==> src/rtl/clk_guard_pkg.sv <==
// constants for the clock supervision and reset-cause block
package clk_guard_pkg;
    // register indices; byte address is four times the index
    localparam logic [7:0] IDX_MISC   = 8'h20;
    localparam logic [7:0] IDX_STATUS = 8'h25;
    localparam logic [7:0] IDX_ISTAT  = 8'h26;
    localparam logic [7:0] IDX_IMASK  = 8'h27;
    // misc_control_one fields
    localparam int MISC_SLOW     = 0;
    localparam int MISC_DIV_LO   = 1;
    localparam int MISC_DIV_HI   = 2;
    localparam int MISC_SENSE_A0 = 3;
    localparam int MISC_SENSE_A1 = 4;
    localparam int MISC_CLK_OUT  = 5;
    localparam int MISC_SENSE_B0 = 6;
    localparam int MISC_SENSE_B1 = 7;
    localparam logic [7:0] MISC_RESET = 8'h00;
    // reset_clock_status fields
    localparam int ST_WDG     = 0;
    localparam int ST_SAFE    = 1;
    localparam int ST_IRQ_EN  = 2;
    localparam int ST_UV      = 4;
    // interrupt status / mask fields
    localparam int EV_SAFE    = 0;
    localparam int EV_FILTER  = 1;
    localparam int EV_RECOVER = 2;
    localparam logic [2:0] EV_RESET = 3'h0;
    // timing
    localparam int CLK_PERIOD_NS  = 40;
    localparam int SAFE_PERIOD_NS = 4000;
    localparam int MIN_GAP_NS     = 80;
    localparam int SAFE_CYC = SAFE_PERIOD_NS / CLK_PERIOD_NS;
    localparam int MIN_GAP_CYC =
        (MIN_GAP_NS + CLK_PERIOD_NS - 1) / CLK_PERIOD_NS;
    localparam int RECOVER_EDGES = 4;
    localparam int CNT_W = 8;
    // bus answers
    localparam logic [1:0] RESP_OKAY   = 2'h0;
    localparam logic [1:0] RESP_SLVERR = 2'h2;

    typedef enum logic [1:0] {
        G_MAIN = 2'b00,
        G_SAFE = 2'b01,
        G_OFF  = 2'b10
    } guard_state_t;
endpackage

==> src/rtl/clock_security_reset_flags.sv <==
// clock guard, backup clock, reset-cause flags and cpu clock prescaler
//
// Added by the designer: register access over AXI4-Lite.
`timescale 1ns/1ns
// Functional notes
// - clock guard on or off only from option setting read at reset
// - oscillator source chosen only by the option setting
// - filter blocks spikes, suppresses bad clock, resumes on recovery
// - no main clock for a backup period selects backup clock
// - return to main clock once it works again
// - safe_clock_flag set on backup selection, read clears after recovery
// - guard interrupt when flag, enable set and cpu mask clear
// - safe_clock_irq_en is software-only, 1 enables the interrupt
// - guard interrupt wakes from wait, not halt; wait otherwise no effect
// - halt freezes status, stops guard; interrupt wake resumes config
// - undervolt flag set by low-voltage reset, cleared by zero or watchdog
// - watchdog flag set by watchdog reset, cleared by zero or undervolt
// - flags encode pin, watchdog or low-voltage as last reset
// - prescaler picks cpu clock from two divider bits and slow_select
// - clock_out_en drives cpu clock onto the port pin
// - slow_select enables slow mode, divider bits pick its rate
// - slow mode divides by 4 to 32 instead of 2
module clock_security_reset_flags #(
    parameter int ADDR_W = 12
) (
    input  wire logic              aclk,
    input  wire logic              aresetn,
    input  wire logic [ADDR_W-1:0] s_axi_awaddr,
    input  wire logic              s_axi_awvalid,
    output logic                   s_axi_awready,
    input  wire logic [31:0]       s_axi_wdata,
    input  wire logic [3:0]        s_axi_wstrb,
    input  wire logic              s_axi_wvalid,
    output logic                   s_axi_wready,
    output logic [1:0]             s_axi_bresp,
    output logic                   s_axi_bvalid,
    input  wire logic              s_axi_bready,
    input  wire logic [ADDR_W-1:0] s_axi_araddr,
    input  wire logic              s_axi_arvalid,
    output logic                   s_axi_arready,
    output logic [31:0]            s_axi_rdata,
    output logic [1:0]             s_axi_rresp,
    output logic                   s_axi_rvalid,
    input  wire logic              s_axi_rready,
    input  wire logic              opt_guard_en,
    input  wire logic [2:0]        opt_osc_sel,
    input  wire logic              main_osc_in,
    input  wire logic              wdg_reset_cause,
    input  wire logic              lvd_reset_cause,
    input  wire logic              halt_mode,
    input  wire logic              wait_mode,
    input  wire logic              cpu_irq_mask,
    output logic [2:0]             osc_source_sel,
    output logic                   safe_clock_active,
    output logic                   cpu_clk,
    output logic                   clk_out,
    output logic                   clk_out_oe,
    output logic [3:0]             ext_irq_sense,
    output logic                   clock_guard_irq,
    output logic                   wait_wake,
    output logic                   irq
);

    typedef struct packed {
        logic                             awready;
        logic                             wready;
        logic                             arready;
        logic                             aw_hold;
        logic [7:0]                       aw_idx;
        logic                             aw_ok;
        logic                             w_hold;
        logic [7:0]                       w_data;
        logic                             w_lane0;
        logic                             bvalid;
        logic [1:0]                       bresp;
        logic                             rvalid;
        logic [7:0]                       rdata;
        logic [1:0]                       rresp;
        logic                             osc_s1;
        logic                             osc_s2;
        logic                             osc_s3;
        logic                             optg_s1;
        logic                             optg_s2;
        logic [2:0]                       opts_s1;
        logic [2:0]                       opts_s2;
        logic                             opt_loaded;
        logic                             guard_en;
        logic [2:0]                       osc_sel;
        logic [7:0]                       misc;
        logic                             uv_flag;
        logic                             wdg_flag;
        logic                             irq_en;
        logic                             safe_flag;
        clk_guard_pkg::guard_state_t      gst;
        logic                             filter_on;
        logic [clk_guard_pkg::CNT_W-1:0]  gap_cnt;
        logic [2:0]                       good_cnt;
        logic [clk_guard_pkg::CNT_W-1:0]  safe_cnt;
        logic                             safe_lvl;
        logic [4:0]                       pre_cnt;
        logic                             cpu_clk;
        logic                             clk_out;
        logic                             clk_oe;
        logic [2:0]                       istat;
        logic [2:0]                       imask;
        logic                             irq;
        logic                             guard_irq;
        logic                             wait_wake;
    } state_t;

    localparam logic [clk_guard_pkg::CNT_W-1:0] SAFE_LAST =
        clk_guard_pkg::CNT_W'(clk_guard_pkg::SAFE_CYC - 1);
    localparam logic [clk_guard_pkg::CNT_W-1:0] MIN_GAP =
        clk_guard_pkg::CNT_W'(clk_guard_pkg::MIN_GAP_CYC);
    localparam logic [2:0] GOOD_LAST =
        3'(clk_guard_pkg::RECOVER_EDGES - 1);

    state_t q;
    state_t d;

    // source ticks per half cpu period: normal 1, slow 2/4/8/16
    function automatic logic [4:0] half_div(input logic slow,
                                            input logic [1:0] sel);
        if (!slow)
            half_div = 5'h01;
        else
            half_div = 5'(5'h02 << sel);
    endfunction

    // byte address to register index, flags misaligned or high bits
    function automatic logic [8:0] decode(input logic [ADDR_W-1:0] a);
        logic ok;
        ok = (a[1:0] == 2'h0) && (a[ADDR_W-1:2] <= 'hFF);
        decode = {ok, 8'(a >> 2)};
    endfunction

    function automatic logic mapped(input logic [7:0] idx);
        mapped = (idx == clk_guard_pkg::IDX_MISC) ||
                 (idx == clk_guard_pkg::IDX_STATUS) ||
                 (idx == clk_guard_pkg::IDX_ISTAT) ||
                 (idx == clk_guard_pkg::IDX_IMASK);
    endfunction

    logic [8:0] wdec;
    logic [8:0] rdec;
    logic       rise;
    logic       gap_ok;
    logic       filt_edge;
    logic       src_tick;
    logic       do_wr;
    logic       rd_status;
    logic       safe_set;
    logic       filt_set;
    logic       recov_set;
    logic [2:0] ev;
    logic [4:0] half;

    always_comb begin
        d = q;
        wdec = decode(s_axi_awaddr);
        rdec = decode(s_axi_araddr);
        rise = 1'b0;
        gap_ok = 1'b0;
        filt_edge = 1'b0;
        src_tick = 1'b0;
        do_wr = 1'b0;
        rd_status = 1'b0;
        safe_set = 1'b0;
        filt_set = 1'b0;
        recov_set = 1'b0;
        ev = 3'h0;
        half = half_div(q.misc[clk_guard_pkg::MISC_SLOW],
                        {q.misc[clk_guard_pkg::MISC_DIV_HI],
                         q.misc[clk_guard_pkg::MISC_DIV_LO]});

        // pin samples pass two flops before use
        d.osc_s1 = main_osc_in;
        d.osc_s2 = q.osc_s1;
        d.osc_s3 = q.osc_s2;
        d.optg_s1 = opt_guard_en;
        d.optg_s2 = q.optg_s1;
        d.opts_s1 = opt_osc_sel;
        d.opts_s2 = q.opts_s1;

        if (!q.opt_loaded) begin
            d.opt_loaded = 1'b1;
            d.guard_en = q.optg_s2;
            d.osc_sel = q.opts_s2;
        end

        // ---- bus slave ----
        if (s_axi_bvalid && s_axi_bready)
            d.bvalid = 1'b0;
        if (s_axi_rvalid && s_axi_rready)
            d.rvalid = 1'b0;
        if (s_axi_awvalid && q.awready) begin
            d.aw_hold = 1'b1;
            d.aw_idx = wdec[7:0];
            d.aw_ok = wdec[8] && mapped(wdec[7:0]);
        end
        if (s_axi_wvalid && q.wready) begin
            d.w_hold = 1'b1;
            d.w_data = s_axi_wdata[7:0];
            d.w_lane0 = s_axi_wstrb[0];
        end
        if (q.aw_hold && q.w_hold && !q.bvalid) begin
            d.aw_hold = 1'b0;
            d.w_hold = 1'b0;
            d.bvalid = 1'b1;
            d.bresp = q.aw_ok ? clk_guard_pkg::RESP_OKAY
                              : clk_guard_pkg::RESP_SLVERR;
            do_wr = q.aw_ok && q.w_lane0;
        end
        if (s_axi_arvalid && q.arready) begin
            d.rvalid = 1'b1;
            d.rdata = 8'h00;
            d.rresp = clk_guard_pkg::RESP_OKAY;
            if (!(rdec[8] && mapped(rdec[7:0])))
                d.rresp = clk_guard_pkg::RESP_SLVERR;
            else begin
                case (rdec[7:0])
                    clk_guard_pkg::IDX_MISC:
                        d.rdata = q.misc;
                    clk_guard_pkg::IDX_STATUS: begin
                        d.rdata[clk_guard_pkg::ST_UV] = q.uv_flag;
                        d.rdata[clk_guard_pkg::ST_IRQ_EN] = q.irq_en;
                        d.rdata[clk_guard_pkg::ST_SAFE] = q.safe_flag;
                        d.rdata[clk_guard_pkg::ST_WDG] = q.wdg_flag;
                        rd_status = 1'b1;
                    end
                    clk_guard_pkg::IDX_ISTAT:
                        d.rdata = {5'h00, q.istat};
                    clk_guard_pkg::IDX_IMASK:
                        d.rdata = {5'h00, q.imask};
                    default:
                        d.rdata = 8'h00;
                endcase
            end
        end

        // ---- clock filter and guard ----
        rise = q.osc_s2 && !q.osc_s3;
        gap_ok = q.gap_cnt >= MIN_GAP;
        if (!halt_mode) begin
            if (rise)
                d.gap_cnt = '0;
            else if (q.gap_cnt != '1)
                d.gap_cnt = q.gap_cnt + 1'b1;
        end
        if (halt_mode) begin
            // guard and backup oscillator stopped, state kept
            d.safe_lvl = q.safe_lvl;
        end else if (!q.guard_en) begin
            // guard off: raw oscillator drives everything
            d.gst = clk_guard_pkg::G_OFF;
            d.filter_on = 1'b0;
            src_tick = rise;
        end else begin
            if (rise && !gap_ok) begin
                if (!q.filter_on)
                    filt_set = 1'b1;
                d.filter_on = 1'b1;
                d.good_cnt = '0;
            end else if (rise && q.filter_on) begin
                if (q.good_cnt == GOOD_LAST) begin
                    d.filter_on = 1'b0;
                    d.good_cnt = '0;
                end else
                    d.good_cnt = q.good_cnt + 1'b1;
            end
            filt_edge = rise && gap_ok && !q.filter_on;
            case (q.gst)
                clk_guard_pkg::G_SAFE: begin
                    // backup oscillator free runs, toggling its level once per backup period
                    if (q.safe_cnt == SAFE_LAST) begin
                        d.safe_cnt = '0;
                        d.safe_lvl = !q.safe_lvl;
                        src_tick = !q.safe_lvl;
                    end else
                        d.safe_cnt = q.safe_cnt + 1'b1;
                    // switch back once main edges are clean
                    if (filt_edge) begin
                        if (q.good_cnt == GOOD_LAST) begin
                            d.gst = clk_guard_pkg::G_MAIN;
                            d.good_cnt = '0;
                            d.safe_cnt = '0;
                            recov_set = 1'b1;
                        end else
                            d.good_cnt = q.good_cnt + 1'b1;
                    end
                end
                default: begin
                    d.gst = clk_guard_pkg::G_MAIN;
                    src_tick = filt_edge;
                    if (filt_edge)
                        d.safe_cnt = '0;
                    // silent for a whole backup period
                    else if (q.safe_cnt == SAFE_LAST) begin
                        d.gst = clk_guard_pkg::G_SAFE;
                        d.safe_cnt = '0;
                        d.good_cnt = '0;
                        safe_set = 1'b1;
                    end else
                        d.safe_cnt = q.safe_cnt + 1'b1;
                end
            endcase
        end

        // ---- registers ----
        if (do_wr) begin
            case (q.aw_idx)
                clk_guard_pkg::IDX_MISC:
                    d.misc = q.w_data;
                clk_guard_pkg::IDX_STATUS: begin
                    if (!halt_mode) begin
                        d.irq_en = q.w_data[clk_guard_pkg::ST_IRQ_EN];
                        if (!q.w_data[clk_guard_pkg::ST_UV])
                            d.uv_flag = 1'b0;
                        if (!q.w_data[clk_guard_pkg::ST_WDG])
                            d.wdg_flag = 1'b0;
                    end
                end
                clk_guard_pkg::IDX_IMASK:
                    d.imask = q.w_data[2:0];
                default:
                    d.misc = d.misc;
            endcase
        end
        // read clears only after recovery; set wins
        if (rd_status && !halt_mode && q.gst != clk_guard_pkg::G_SAFE)
            d.safe_flag = 1'b0;
        if (safe_set)
            d.safe_flag = 1'b1;

        ev[clk_guard_pkg::EV_SAFE] = safe_set;
        ev[clk_guard_pkg::EV_FILTER] = filt_set;
        ev[clk_guard_pkg::EV_RECOVER] = recov_set;
        if (do_wr && q.aw_idx == clk_guard_pkg::IDX_ISTAT)
            d.istat = q.istat & ~q.w_data[2:0];
        d.istat = d.istat | ev;

        // ---- prescaler and clock out ----
        // divide selected source
        if (src_tick) begin
            if (q.pre_cnt >= half - 5'h01) begin
                d.pre_cnt = 5'h00;
                d.cpu_clk = !q.cpu_clk;
            end else
                d.pre_cnt = q.pre_cnt + 5'h01;
        end
        d.clk_oe = d.misc[clk_guard_pkg::MISC_CLK_OUT];
        d.clk_out = d.clk_oe && d.cpu_clk;

        // gated by enable and cpu mask
        d.guard_irq = d.safe_flag && d.irq_en && !cpu_irq_mask;
        // wait wake; halt never woken here
        d.wait_wake = d.safe_flag && d.irq_en && wait_mode &&
                      !halt_mode;
        d.irq = |(d.istat & d.imask);

        d.awready = !d.aw_hold && !d.bvalid;
        d.wready = !d.w_hold && !d.bvalid;
        d.arready = !d.rvalid;

        if (!aresetn) begin
            d = '0;
            d.gst = clk_guard_pkg::G_MAIN;
            d.misc = clk_guard_pkg::MISC_RESET;
            d.istat = clk_guard_pkg::EV_RESET;
            d.imask = clk_guard_pkg::EV_RESET;
            // option sync runs through reset, else the latch sees zero
            d.optg_s1 = opt_guard_en;
            d.optg_s2 = q.optg_s1;
            d.opts_s1 = opt_osc_sel;
            d.opts_s2 = q.opts_s1;
            d.uv_flag = q.uv_flag;
            d.wdg_flag = q.wdg_flag;
            if (lvd_reset_cause) begin
                d.uv_flag = 1'b1;
                d.wdg_flag = 1'b0;
            end else if (wdg_reset_cause) begin
                d.wdg_flag = 1'b1;
                d.uv_flag = 1'b0;
            end
        end
    end

    // whole state in one register; reset handled in the comb block
    always_ff @(posedge aclk) begin
        q <= d;
    end

    assign s_axi_awready     = q.awready;
    assign s_axi_wready      = q.wready;
    assign s_axi_arready     = q.arready;
    assign s_axi_bvalid      = q.bvalid;
    assign s_axi_bresp       = q.bresp;
    assign s_axi_rvalid      = q.rvalid;
    assign s_axi_rdata       = {24'h000000, q.rdata};
    assign s_axi_rresp       = q.rresp;
    assign osc_source_sel    = q.osc_sel;
    assign safe_clock_active = (q.gst == clk_guard_pkg::G_SAFE);
    assign cpu_clk           = q.cpu_clk;
    assign clk_out           = q.clk_out;
    assign clk_out_oe        = q.clk_oe;
    assign ext_irq_sense     = {q.misc[clk_guard_pkg::MISC_SENSE_B1],
                                q.misc[clk_guard_pkg::MISC_SENSE_B0],
                                q.misc[clk_guard_pkg::MISC_SENSE_A1],
                                q.misc[clk_guard_pkg::MISC_SENSE_A0]};
    assign clock_guard_irq   = q.guard_irq;
    assign wait_wake         = q.wait_wake;
    assign irq               = q.irq;

endmodule // clock_security_reset_flags

==> config.mk <==
export PLATFORM = sky130hd
export DESIGN_NAME = clock_security_reset_flags
export DESIGN_NICKNAME = d
export VERILOG_FILES = /design/src/rtl/clk_guard_pkg.sv /design/src/rtl/clock_security_reset_flags.sv
export SDC_FILE = /design/constraint.sdc
export NUM_CORES = 1
export LEC_CHECK = 0
export BUFFER_PORTS_ARGS = -buffer_cell sky130_fd_sc_hd__buf_2
export CELL_PAD_IN_SITES_DETAIL_PLACEMENT = 1
export CELL_PAD_IN_SITES_GLOBAL_PLACEMENT = 2
export CORE_AREA = 2 2 124 126
export DETAILED_ROUTE_END_ITERATION = 8
export DIE_AREA = 0 0 126 128
export PLACE_DENSITY_LB_ADDON = 0.08
export SLEW_MARGIN = 15
export SYNTH_ARGS = -nofsm -noshare
export SYNTH_HDL_FRONTEND = slang
export SYNTH_SLANG_ARGS = --single-unit
==> constraint.sdc <==
create_clock -name aclk -period 4.66 [get_ports aclk]
set_input_delay 0.466 -clock aclk [delete_from_list [all_inputs] [get_ports aclk]]
set_output_delay 0.466 -clock aclk [all_outputs]
set_load 0.01 [all_outputs]
==> impl_metrics.toml <==
[floorplanning]
fp.dieH_um = 128
fp.coreArea_mm2 = 0.0149
die_w_um = 126
start_util = 0.322
ios = 132
die_area_mm2 = 0.0161
rows = 45

[sta]
setup_violations = 0
max_slew_margin = 0.422
max_freq_mhz = 428
grt_setup_unrepaired = "no"
worst_slew_pin_slew_ps = 867
hold_slack_ps = 211
period_share = 0.501
fin_crit_ps = 2340
finClkSkew_ps = 7.97
setup_tns_ps = 0
hold_viol_final = 0
setup_slack_ps = 2320
final_max_slew_viol_count = 0

[finish]
postLayoutCellArea_mm2 = 0.00542
diodes = 0
num-nets-final = 669
area_growth_pct = 13.2
drive_above_1_share = 0.191
utilization = 0.364

[pwr]
vdd_drop_max_uv = 172
cellLeakagePower_nw = 2.27
powerDensity_mw_per_mm2 = 327

[critical_path]
critPathKind = "reg2reg"
crit_arrival_ps = 2600
cp.required_ps = 4920
endpoint_kind = "flip-flop"
cp_max_fo = 5
start_kind = "flip-flop"

[placed_design]
place.gp.congestion = 0.775
dpl_cell_area_mm2 = 0.00513
port_buffers = 78
place_hpwl_um = 8670
post-place-ws_ps = 2250

[global_routing]
grt_pass1_wl_um = 19200
grt_usage = 0.148
grt_overflow = 0
first_global_vias = 3810
grt_max_degree = 55
antenna_found_initial = 0

[synthesis]
netlist_instances = 527
synth-warning-count = 0
ys_types = 59
mappedNetlistArea_mm2 = 0.00479
ys_async_sr_fraction = 0
synthFlopType = "dfxtp_1"
synth_edf_count = 2
ys_ff_latch = 102
yosysSeqAreaShare = 0.431
avgSynthCellArea_um2 = 9.08

[flow_run]
drv_cap = 0

[cts]
clkSlewWorstSetupHoldPaths_ps = 70
cts_buffer_depth = 2
cts-root-buf = "clkbuf_16"
tritoncts.num_buffers = 9
post_cts_resized = 0
cts_setup_buffers = 0
cts_tree = "yes"
cts_hold_buf = 0
cts.sink_count = 102
htree_levels = 3
clk_latency_ps = 350

[detailed_routing]
viasPerCell = 4.73
vias = 3665
detail_route.wl_per_cell_um = 14.8
totalWireLength_um = 11500
ant_nets = 0
dr.pass1.iters = 4
drtIter0Drc = 66
drc_errors = 0

[outcome]
outcome = "finished clean"

[worst_hold_path]
holdCritPathClass = "in2reg"
layout make-up:
| class | count | area [um^2] |
|---|---|---|
| Clock buffer | 9 | 225 |
| Clock inverter | 7 | 57.6 |
| Fill cell | 1782 | 9450 |
| Inverter | 8 | 30.0 |
| Multi-Input combinational cell | 380 | 2390 |
| Sequential cell | 102 | 2060 |
| Tap cell | 188 | 235 |
| Timing Repair Buffer | 81 | 413 |
cells in the mapped netlist (2+ instances only):
cell type | instances | share of area
dfxtp_1 | 100 | 0.42
nand2_1 | 76 | 0.060
buf_4 | 43 | 0.067
nor2_1 | 28 | 0.022
a21boi_0 | 27 | 0.042
nor2b_1 | 22 | 0.029
clkbuf_1 | 17 | 0.013
o21ai_0 | 16 | 0.017
and2_1 | 15 | 0.020
mux2i_1 | 14 | 0.029
a21oi_1 | 13 | 0.014
xor2_1 | 13 | 0.024
nor3_1 | 11 | 0.011
ha_1 | 10 | 0.026
nand2b_1 | 10 | 0.013
nand3_1 | 10 | 0.010
nand4_1 | 10 | 0.013
inv_1 | 8 | 0.0063
a22oi_1 | 7 | 0.011
and3_1 | 7 | 0.0091
o22ai_1 | 6 | 0.0078
nand4b_1 | 4 | 0.0073
or4b_1 | 4 | 0.0084
a22o_1 | 3 | 0.0055
and3b_1 | 3 | 0.0055
mux2_2 | 3 | 0.0071
nand3b_1 | 3 | 0.0047
nor4_4 | 3 | 0.013
o21ai_1 | 3 | 0.0031
a31oi_1 | 2 | 0.0026
a41oi_1 | 2 | 0.0037
buf_1 | 2 | 0.0016
conb_1 | 2 | 0.0016
edfxtp_1 | 2 | 0.013
nor3b_1 | 2 | 0.0031
or3b_2 | 2 | 0.0037
xnor2_1 | 2 | 0.0037
flip-flops by register name, indices dropped and copies added, names as in the netlist:
name / count
q: 75
s_axi_rdata: 8
ext_irq_sense: 4
osc_source_sel: 3
clk_out: 1
clock_guard_irq: 1
cpu_clk: 1
irq: 1
s_axi_arready: 1
s_axi_awready: 1
s_axi_bresp: 1
s_axi_bvalid: 1
s_axi_rresp: 1
s_axi_rvalid: 1
s_axi_wready: 1
wait_wake: 1
critical path, stage by stage, from the launching register on:
cell      delay (ps)
dfxtp_1          420
inv_1            100
ha_1             240
nor4_4           230
a21oi_1          210
or4b_1           580
a21boi_1         210
nor4b_2          260
worst paths after layout:
| check | startpoint | to | slack (ps) | cells after the start |
|---|---|---|---|---|
| min | opt_osc_sel[2] | q[62]$_DFF_P_ | 210 | 1 |
| min reg2reg | q[60]$_DFF_P_ | q[57]$_DFF_P_ | 330 | 0 |
| max | q[29]$_SDFFE_PN0P_ | wait_wake$_SDFF_PN0_ | 2320 | 7 |
| max reg2reg | q[29]$_SDFFE_PN0P_ | wait_wake$_SDFF_PN0_ | 2320 | 7 |
placed cells by master, fill, tap and decap left out, types with 9 or more instances in the layout:
master,n
dfxtp_1,100
buf_2,78
nand2_1,76
nor2_1,28
a21boi_0,27
conb_1,27
nor2b_1,22
o21ai_0,16
and2_1,15
mux2i_1,14
xor2_1,13
a21oi_1,13
nor3_1,11
nand2b_1,10
nand4_1,10
nand3_1,10
ha_1,10
clkbuf_16,9
through the flow:
step | power, mW | std cells
after global routing | 1.86 | 775
after detailed placement | 1.07 | 759
after global placement | 1.06 | 759
final | 1.77 | 775
after floorplan | 1.03 | 552
after CTS | 1.81 | 775
per-layer routing:
layer	track usage	wire, um
met4	0.0601	184
met1	0.185	5360
met2	0.253	5610
met5	0	0
met3	0.0250	322
power by group:
| part | switching (mW) | internal [mW] | total, mW |
|---|---|---|---|
| clock network | 0.358 | 0.370 | 0.728 |
| registers | 0.0193 | 0.898 | 0.918 |
| logic | 0.0739 | 0.0518 | 0.126 |
| total | 0.451 | 1.32 | 1.77 |
cells by family (layout without fill, tap and decap cells):
kind of cell | after synthesis | in the layout | synth area share
flip-flops | 102 | 102 | 0.431
XOR/XNOR | 15 | 15 | 0.0274
adder cells (fa/ha/maj) | 10 | 10 | 0.0261
other | 2 | 27 | 0.00157
AND/OR/NAND/NOR | 221 | 221 | 0.261
multiplexers | 17 | 17 | 0.0363
buffers and inverters | 70 | 105 | 0.0886
AO/OA/AOI/OAI | 90 | 90 | 0.129
(Power assumes the default switching activity.)
